$ cat src/core/hbiv_pkg.sv
// Purpose: Shared types and constants for the host bus and interrupt vectoring block
// Assumes: One 200 MHz clock, synchronous active-high reset
// Notes: Channel numbers equal the bit index of the pending vector
package hbiv_pkg;
    // ------------------------------------------------------------
    // Sizes and encodings
    // ------------------------------------------------------------
    localparam int NUM_CHAN = 16;
    localparam int CHAN_W = 4;
    localparam int DATA_W = 8;
    localparam int SEL_W = 5;
    localparam logic [DATA_W-1:0] VECTOR_RESET = 8'h0F;
    localparam logic [SEL_W-1:0] SEL_VECTOR = 5'h0B;
    localparam logic [SEL_W-1:0] SEL_PENDING_HI = 5'h05;
    localparam logic [SEL_W-1:0] SEL_PENDING_LO = 5'h06;
    localparam logic [SEL_W-1:0] SEL_MASK_HI = 5'h09;
    localparam logic [SEL_W-1:0] SEL_MASK_LO = 5'h0A;
    // Reset hold time and its cycle count at 200 MHz
    localparam int RESET_MIN_NS = 2000;
    localparam int CLK_PERIOD_NS = 5;
    localparam int RESET_MIN_CYCLES = (RESET_MIN_NS + CLK_PERIOD_NS - 1) / CLK_PERIOD_NS;

    // ------------------------------------------------------------
    // Bus cycle states
    // ------------------------------------------------------------
    typedef enum logic [2:0] {
        HBIV_IDLE = 3'b000,
        HBIV_READ = 3'b001,
        HBIV_WRITE = 3'b010,
        HBIV_VECT = 3'b011,
        HBIV_PASS = 3'b100,
        HBIV_ACK = 3'b101,
        HBIV_END = 3'b110,
        HBIV_WAIT = 3'b111
    } hbiv_state_t;

    // Synchronised host controls
    typedef struct packed {
        logic cs_n;
        logic strobe_n;
        logic rd_wr;
        logic intr_acknowledge_n_n;
        logic chain_in_n;
    } hbiv_ctl_t;

    // Priority encoder result
    typedef struct packed {
        logic hit;
        logic [CHAN_W-1:0] chan;
    } hbiv_pick_t;

    // State of the main module, apart from the source edge flops
    typedef struct packed {
        hbiv_state_t state;
        logic [DATA_W-1:0] vector;
        logic [NUM_CHAN-1:0] pending;
        logic [NUM_CHAN-1:0] mask;
        logic [DATA_W-1:0] dout;
        logic data_oe_n;
        logic ack_n;
        logic ack_oe_n;
        logic irq_n;
        logic chain_out_n;
        logic [CHAN_W-1:0] served;
    } hbiv_state_s_t;
endpackage

$ cat src/core/hbiv_sync.sv
// Purpose: Two-flop synchroniser for the asynchronous host pins
// Assumes: Inputs come from outside the clock domain
// Notes: First stage is read only by the second stage
`timescale 1ns/1ps
`default_nettype none
module hbiv_sync #(
    parameter int W = 1,
    parameter logic [W-1:0] INIT = '1
) (
    // Clock and reset
    input wire logic clk_i,
    input wire logic rst_i,
    // Data
    input wire logic [W-1:0] d_i,
    output logic [W-1:0] q_o
);
    logic [W-1:0] meta;

    // Idle value on reset keeps strobes inactive
    always_ff @(posedge clk_i) begin
        if (rst_i) begin
            meta <= INIT;
            q_o <= INIT;
        end else begin
            meta <= d_i;
            q_o <= meta;
        end
    end
endmodule
`default_nettype wire

$ cat src/core/hbiv_top.sv
// Purpose: Host bus slave port with vectored, daisy-chained interrupt acknowledge
// Assumes: Host pins are asynchronous and pass two flops; one 200 MHz clock
// Notes: Timers, serial and I/O ports live elsewhere; they feed irq_src_i
//
// Function
// Read: drive selected register, then acknowledge
// Read ends on select or strobe release
// Write: decode, load register, then acknowledge
// Write ends, acknowledge driven high, floated
// Host deskews its own signals and ours
// Request out while any source pending; code requests only while an unmasked channel is pending
// Acknowledge cycle returns vector on data
// Cycle end: ack high, float ack, data
// Request drops after acknowledge unless more pend
// Chain in low: vector or pass down
// Passing down: drive no data, no ack
// Reset held at least two microseconds
// Reset clears registers; vector becomes 0Fh
// Reset disables channels, clears pending, negates outputs
// Non-muxed slow host: strobe from E
// Muxed mode needs one dummy access first
// Fixed priority over pending unmasked channels
// Input 7 highest, input 0 lowest
// Vector: programmed upper nibble, channel number
// Channel codes fixed by priority table
// All chain members prioritise in parallel
// Chain in high: stay off bus
`timescale 1ns/1ps
`default_nettype none
module hbiv_top (
    // Clock and reset
    input wire logic clk_i,
    input wire logic rst_i,
    // Host bus controls (asynchronous)
    input wire logic chip_select_n_i,
    input wire logic data_strobe_n_i,
    input wire logic read_write_i,
    input wire logic intr_acknowledge_n_i,
    input wire logic [hbiv_pkg::SEL_W-1:0] register_select_i,
    input wire logic [hbiv_pkg::DATA_W-1:0] data_i,
    // Bus mode strap, informational only
    input wire logic bus_muxed_select_i,
    // Daisy chain
    input wire logic chain_enable_in_n_i,
    output logic chain_enable_out_n_o,
    // Interrupt sources, one level-edge event per channel code
    input wire logic [hbiv_pkg::NUM_CHAN-1:0] irq_src_i,
    // Data bus drive
    output logic [hbiv_pkg::DATA_W-1:0] data_o,
    output logic data_oe_n_o,
    // Transfer acknowledge, three-state
    output logic transfer_ack_n_o,
    output logic transfer_ack_oe_n_o,
    // Interrupt request, active low, driven straight from a state flop with no output enable
    output logic irq_n_o
);
    // ------------------------------------------------------------
    // Input synchronisers
    // ------------------------------------------------------------
    hbiv_pkg::hbiv_ctl_t ctl_raw;
    hbiv_pkg::hbiv_ctl_t ctl;
    logic [hbiv_pkg::SEL_W-1:0] sel;
    logic [hbiv_pkg::DATA_W-1:0] din;
    logic [hbiv_pkg::NUM_CHAN-1:0] src;
    logic [hbiv_pkg::NUM_CHAN-1:0] src_d;
    hbiv_pkg::hbiv_state_s_t s;
    hbiv_pkg::hbiv_state_s_t next_s;
    hbiv_pkg::hbiv_pick_t pick;

    assign ctl_raw = '{cs_n: chip_select_n_i, strobe_n: data_strobe_n_i, rd_wr: read_write_i,
                       intr_acknowledge_n_n: intr_acknowledge_n_i, chain_in_n: chain_enable_in_n_i};

    hbiv_sync #(.W($bits(hbiv_pkg::hbiv_ctl_t))) u_sync_ctl (
        .clk_i(clk_i),
        .rst_i(rst_i),
        .d_i(ctl_raw),
        .q_o(ctl)
    );

    // Address and data are stable while strobe is low, but still pass two flops
    hbiv_sync #(.W(hbiv_pkg::SEL_W + hbiv_pkg::DATA_W + hbiv_pkg::NUM_CHAN),
                .INIT('0)) u_sync_dat (
        .clk_i(clk_i),
        .rst_i(rst_i),
        .d_i({register_select_i, data_i, irq_src_i}),
        .q_o({sel, din, src})
    );

    // ------------------------------------------------------------
    // Priority encoder
    // ------------------------------------------------------------
    // Highest index wins, so general input 7 (code 1111) beats all others
    function automatic hbiv_pkg::hbiv_pick_t pick_top(input logic [hbiv_pkg::NUM_CHAN-1:0] req);
        hbiv_pkg::hbiv_pick_t r;
        r = '0;
        for (int i = 0; i < hbiv_pkg::NUM_CHAN; i++) begin
            if (req[i]) begin
                r.hit = 1'b1;
                r.chan = i[hbiv_pkg::CHAN_W-1:0];
            end
        end
        return r;
    endfunction

    // Every chain member runs this every cycle, so it is ready when acknowledge lands
    assign pick = pick_top(s.pending & s.mask);

    // Rising edge of a source marks it pending
    always_ff @(posedge clk_i) begin
        if (rst_i) begin
            src_d <= '0;
        end else begin
            src_d <= src;
        end
    end

    // ------------------------------------------------------------
    // Bus cycle and interrupt state
    // ------------------------------------------------------------
    always_comb begin
        logic [hbiv_pkg::NUM_CHAN-1:0] rise;
        logic [hbiv_pkg::NUM_CHAN-1:0] clr;
        logic cyc_end;
        rise = src & ~src_d;
        clr = '0;
        cyc_end = ctl.strobe_n | (ctl.cs_n & ctl.intr_acknowledge_n_n);
        next_s = s;
        case (s.state)
            hbiv_pkg::HBIV_IDLE: begin
                if (!ctl.strobe_n && !ctl.intr_acknowledge_n_n) begin
                    if (ctl.chain_in_n) begin
                        next_s.state = hbiv_pkg::HBIV_WAIT;
                    end else if (pick.hit) begin
                        next_s.state = hbiv_pkg::HBIV_VECT;
                        next_s.served = pick.chan;
                    end else begin
                        next_s.state = hbiv_pkg::HBIV_PASS;
                    end
                end else if (!ctl.strobe_n && !ctl.cs_n) begin
                    next_s.state = ctl.rd_wr ? hbiv_pkg::HBIV_READ : hbiv_pkg::HBIV_WRITE;
                end
            end
            hbiv_pkg::HBIV_READ: begin
                // Data goes out one cycle ahead of the acknowledge
                next_s.data_oe_n = 1'b0;
                case (sel)
                    hbiv_pkg::SEL_VECTOR: next_s.dout = s.vector;
                    hbiv_pkg::SEL_PENDING_HI: next_s.dout = s.pending[15:8];
                    hbiv_pkg::SEL_PENDING_LO: next_s.dout = s.pending[7:0];
                    hbiv_pkg::SEL_MASK_HI: next_s.dout = s.mask[15:8];
                    hbiv_pkg::SEL_MASK_LO: next_s.dout = s.mask[7:0];
                    default: next_s.dout = '0;
                endcase
                next_s.state = hbiv_pkg::HBIV_ACK;
            end
            hbiv_pkg::HBIV_WRITE: begin
                // Load before acknowledging
                case (sel)
                    hbiv_pkg::SEL_VECTOR: next_s.vector = din;
                    hbiv_pkg::SEL_PENDING_HI: clr[15:8] = ~din;
                    hbiv_pkg::SEL_PENDING_LO: clr[7:0] = ~din;
                    hbiv_pkg::SEL_MASK_HI: next_s.mask[15:8] = din;
                    hbiv_pkg::SEL_MASK_LO: next_s.mask[7:0] = din;
                    default: next_s.vector = s.vector;
                endcase
                next_s.state = hbiv_pkg::HBIV_ACK;
            end
            hbiv_pkg::HBIV_VECT: begin
                next_s.dout = {s.vector[7:4], s.served};
                next_s.data_oe_n = 1'b0;
                clr[s.served] = 1'b1;
                next_s.state = hbiv_pkg::HBIV_ACK;
            end
            hbiv_pkg::HBIV_PASS: begin
                // Passing down keeps data and acknowledge floated
                next_s.chain_out_n = 1'b0;
                if (cyc_end) begin
                    next_s.chain_out_n = 1'b1;
                    next_s.state = hbiv_pkg::HBIV_IDLE;
                end
            end
            hbiv_pkg::HBIV_ACK: begin
                next_s.ack_n = 1'b0;
                next_s.ack_oe_n = 1'b0;
                if (cyc_end) begin
                    next_s.ack_n = 1'b1;
                    next_s.state = hbiv_pkg::HBIV_END;
                end
            end
            hbiv_pkg::HBIV_END: begin
                // One cycle of driven high before releasing the line
                next_s.ack_oe_n = 1'b1;
                next_s.data_oe_n = 1'b1;
                next_s.state = hbiv_pkg::HBIV_IDLE;
            end
            hbiv_pkg::HBIV_WAIT: begin
                next_s.chain_out_n = 1'b1;
                if (cyc_end) begin
                    next_s.state = hbiv_pkg::HBIV_IDLE;
                end
            end
            default: next_s.state = hbiv_pkg::HBIV_IDLE;
        endcase
        // New edges win over a clear in the same cycle
        next_s.pending = (s.pending & ~clr) | rise;
        next_s.irq_n = ~|(next_s.pending & next_s.mask);
    end

    // Reset clears pending and mask, vector to its init value
    always_ff @(posedge clk_i) begin
        if (rst_i) begin
            s <= '{state: hbiv_pkg::HBIV_IDLE, vector: hbiv_pkg::VECTOR_RESET,
                   pending: '0, mask: '0, dout: '0, data_oe_n: 1'b1,
                   ack_n: 1'b1, ack_oe_n: 1'b1, irq_n: 1'b1, chain_out_n: 1'b1,
                   served: '0};
        end else begin
            s <= next_s;
        end
    end

    // ------------------------------------------------------------
    // Outputs, all straight from state flops
    // ------------------------------------------------------------
    assign data_o = s.dout;
    assign data_oe_n_o = s.data_oe_n;
    assign transfer_ack_n_o = s.ack_n;
    assign transfer_ack_oe_n_o = s.ack_oe_n;
    assign irq_n_o = s.irq_n;
    assign chain_enable_out_n_o = s.chain_out_n;
endmodule
`default_nettype wire

$ cat config.mk
export PLATFORM = sky130hd
export DESIGN_NAME = hbiv_top
export DESIGN_NICKNAME = d
export VERILOG_FILES = /design/src/core/hbiv_pkg.sv /design/src/core/hbiv_sync.sv /design/src/core/hbiv_top.sv
export SDC_FILE = /design/constraint.sdc
export NUM_CORES = 1
export LEC_CHECK = 0
export ABC_AREA = 1
export BUFFER_PORTS_ARGS = -buffer_cell sky130_fd_sc_hd__buf_2
export CORE_MARGIN = 10
export CORE_UTILIZATION = 55
export CTS_BUF_LIST = sky130_fd_sc_hd__clkbuf_4
export DETAILED_ROUTE_END_ITERATION = 10
export GPL_TIMING_DRIVEN = 0
export PLACE_DENSITY = 0.74
export RECOVER_POWER = 50
export SLEW_MARGIN = 20
export SYNTH_ARGS = -nofsm -noshare
export SYNTH_HDL_FRONTEND = slang
export SYNTH_HIERARCHICAL = 1
export SYNTH_SLANG_ARGS = --single-unit
$ cat constraint.sdc
create_clock -name clk_i -period 1.8 [get_ports clk_i]
set_input_delay 0.27 -clock clk_i [delete_from_list [all_inputs] [get_ports clk_i]]
set_output_delay 0.27 -clock clk_i [all_outputs]
set_load 0.02 [all_outputs]
==> results.toml <==
[detailed_routing]
viasPerCell = 4.97
final_antenna_net_count = 0
wl_per_cell_um = 15.2
drtPass1Iterations = 5
vias = 5263
drt_iter0_markers = 411
wirelength_um = 16100
drc_errors = 0

[synth]
syn-instance-count = 783
ys_seq_elements = 144
yosysSeqAreaShare_pct = 49.9
synth-main-ff-cell = "dfxtp_1"
async_flop_share_pct = 0
synth_cell_types = 39
yosysTopAreaCellShare_pct = 49.9
ys.warnings.count = 6
synth_area_leaders = "dfxtp_1, nand2_1, inv_1"
syn_avg_cell_area_um2 = 7.38
synthesis.nets = 820
synth_most_common_cell = "nand2_1"
netlist_area_mm2 = 0.00578
synth_edf_count = 0
synth_area_leader_cell = "dfxtp_1"
synth_commonest_cells = "nand2_1, inv_1, dfxtp_1, nor2_1, nand3_1"

[outcome]
status = "finished, violations left"
violations = "setup timing"

[hold_path]
min_from = "rst_i"
hp-class = "input pin to flip-flop"

[clocking]
clk_path_buf_depth = 2
root_buffer = "clkbuf_4"
numCtsBuffers = 17
clock_sinks = 144
clock_latency_ps = 550
clk_pin_slew_worst_paths_ps = 130
cts_max_level = 4
cts_tree = "yes"

[sta]
finalHoldViolCount = 0
worst_slew_pin_slew_ps = 720
fmax_mhz = 540
drv_slew = 0
rsz0062_at_grt = "true"
min_period_ps = 1850
skew_ps = 25.4
setup_ws_ps = -52.3
finalSetupViolations = 1
slew_headroom_pct = 52.0
post-route-period-util_pct = 103

[power_and_ir_drop]
ir_drop_v = 0.000581
leakage_nw = 3.55
p_sw_share_pct = 30.6
internal_power_w = 0.00499
clockPowerShare_pct = 31.5
power_density_mw_per_mm2 = 974
p_comb_share_pct = 19.7
seqPwrFrac_pct = 48.8
power_switching_w = 0.00220

[floorplan]
core_mm2 = 0.0103
pin_count = 50
dieWidth_um = 122
design.die.area_mm2 = 0.0150
core.rowCount = 37
floorplan.die.height_um = 122
initial_core_util_pct = 56.2

[global_routing]
grt_max_degree = 17
grt_pass1_wl_um = 24800
grt_use_total_pct = 21.6
grt_pass1_vias = 4916
antenna_found_initial = 0
grt_overflow = 0

[setup_path]
startpoint = "u_sync_dat/q_o[26]"
critPathLaunchType = "flip-flop"
path_class = "flip-flop to flip-flop"
worst_setup_path_end_kind = "flip-flop"
crit_fanout = 8
worstPathRequired_ps = 2260
r2r-start = "u_sync_dat/q_o[26]"
arrival_ps = 2320

[finish]
n_fill_cell = 847
fin_area_mm2 = 0.00738
nets = 947
drive_gt1_share_pct = 21.6
antenna_cells = 0
areaGrowthSynthToFinish_pct = 27.7

[placed_design]
hpwl_um = 11200
pre_cts_ws_ps = -400
place_area_mm2 = 0.00619
portBuffers = 48
finalWeightedCongestion = 0.958

[run]
cap_violations = 0
[metal layers]
layer	global-route usage [%]	up-vias	routed length, um
met4	10.7	0	692
li1	-	2645	-
met5	0	-	0
met1	25.4	2361	6660
met3	4.87	56	1100
met2	36.3	201	7690
[registers in the layout, indices dropped and copies added (netlist names)]
name	flops
u_sync_dat/q_o	29
irq_n_o	1
data_oe_n_o	1
transfer_ack_n_o	1
u_sync_ctl/q_o	5
chain_enable_out_n_o	1
transfer_ack_oe_n_o	1
data_o	8
s	47
u_sync_dat/meta	29
src_d	16
u_sync_ctl/meta	5
[area by class of cell]
type                       count  area (um2)  area share (%)
timing repair inverter         1        8.76           0.119
inverter                     161         632            8.56
tap                          136         170            2.31
timing repair buffer         107         840            11.4
clock inverter                13         178            2.41
clock buffer                  19         143            1.93
multi-input combinational    450        2310            31.3
buffer                        28         204            2.76
sequential                   144        2900            39.3
[logic make-up after synthesis]
| kind of cell | count (synthesis) | synth area share, % |
|---|---|---|
| compound gates | 100 | 10.4 |
| simple gates | 350 | 25.9 |
| buf+inv | 189 | 13.8 |
| flops | 144 | 49.9 |
[per-stage QoR]
stage,cells,total power (W),utilization [%],hold WS (ps),TNS (ps)
6_report,1059,0.00719,71.8,216,-52.3
5_1_grt,1059,0.00753,71.8,196,-269
4_1_cts,1043,0.00696,68.5,80.9,-58.3
3_5_place_dp,967,0.00459,60.2,388,-1640
3_3_place_gp,967,0.00456,60.2,382,-1190
2_1_floorplan,783,0.00429,-,362,0
[worst max-delay path, cell delays in order, from the launching register on]
cell       delay (ps)
dfxtp_2           350
nor3_4            320
nand2_4           100
clkinv_4           80
nand2_8            80
clkbuf_16         170
o21ai_4           150
inv_2              30
nand2_1            60
nand2_1            90
nor2_1            120
nand2_1            70
o21ai_2           170
[what timing repair did]
| action | in CTS | in global routing |
|---|---|---|
| gates cloned | 0 | 2 |
| pin swaps | 7 | 23 |
| resized for setup | 25 | 58 |
| buffers inserted | 10 | 14 |
| endpoints found under the hold margin | 34 | 0 |
| endpoints found under the setup margin | 4 | 14 |
| hold buffers | 34 | 0 |
[final timing paths]
check / to / slack (ps) / depth (start not counted)
setup / recovery: irq_n_o / -50 / 12
hold / removal: u_sync_ctl/q_o[4] / 220 / 3
setup reg to reg: irq_n_o / -50 / 12
hold reg to reg: u_sync_dat/q_o[23] / 400 / 2
[power groups by stage]
stage	logic [W]	registers, W	clock network, W
global route	0.00154	0.00354	0.00245
finish	0.00142	0.00351	0.00226
global placement	0.00100	0.00356	0
CTS	0.00119	0.00350	0.00228
detailed placement	0.00103	0.00357	0
floorplan	0.000729	0.00356	0
[cells in the final DEF (no fill, tap or decap), types with 20 or more instances in the layout]
| master | count |
|---|---|
| inv_1 | 150 |
| buf_4 | 28 |
| nand2_1 | 157 |
| dfxtp_1 | 136 |
| nor2_1 | 125 |
| buf_2 | 48 |
| nand3_1 | 21 |
| dlygate4sd3_1 | 34 |
| o21ai_0 | 20 |
| a21oi_1 | 21 |
Power figures use the tool's default switching activity.
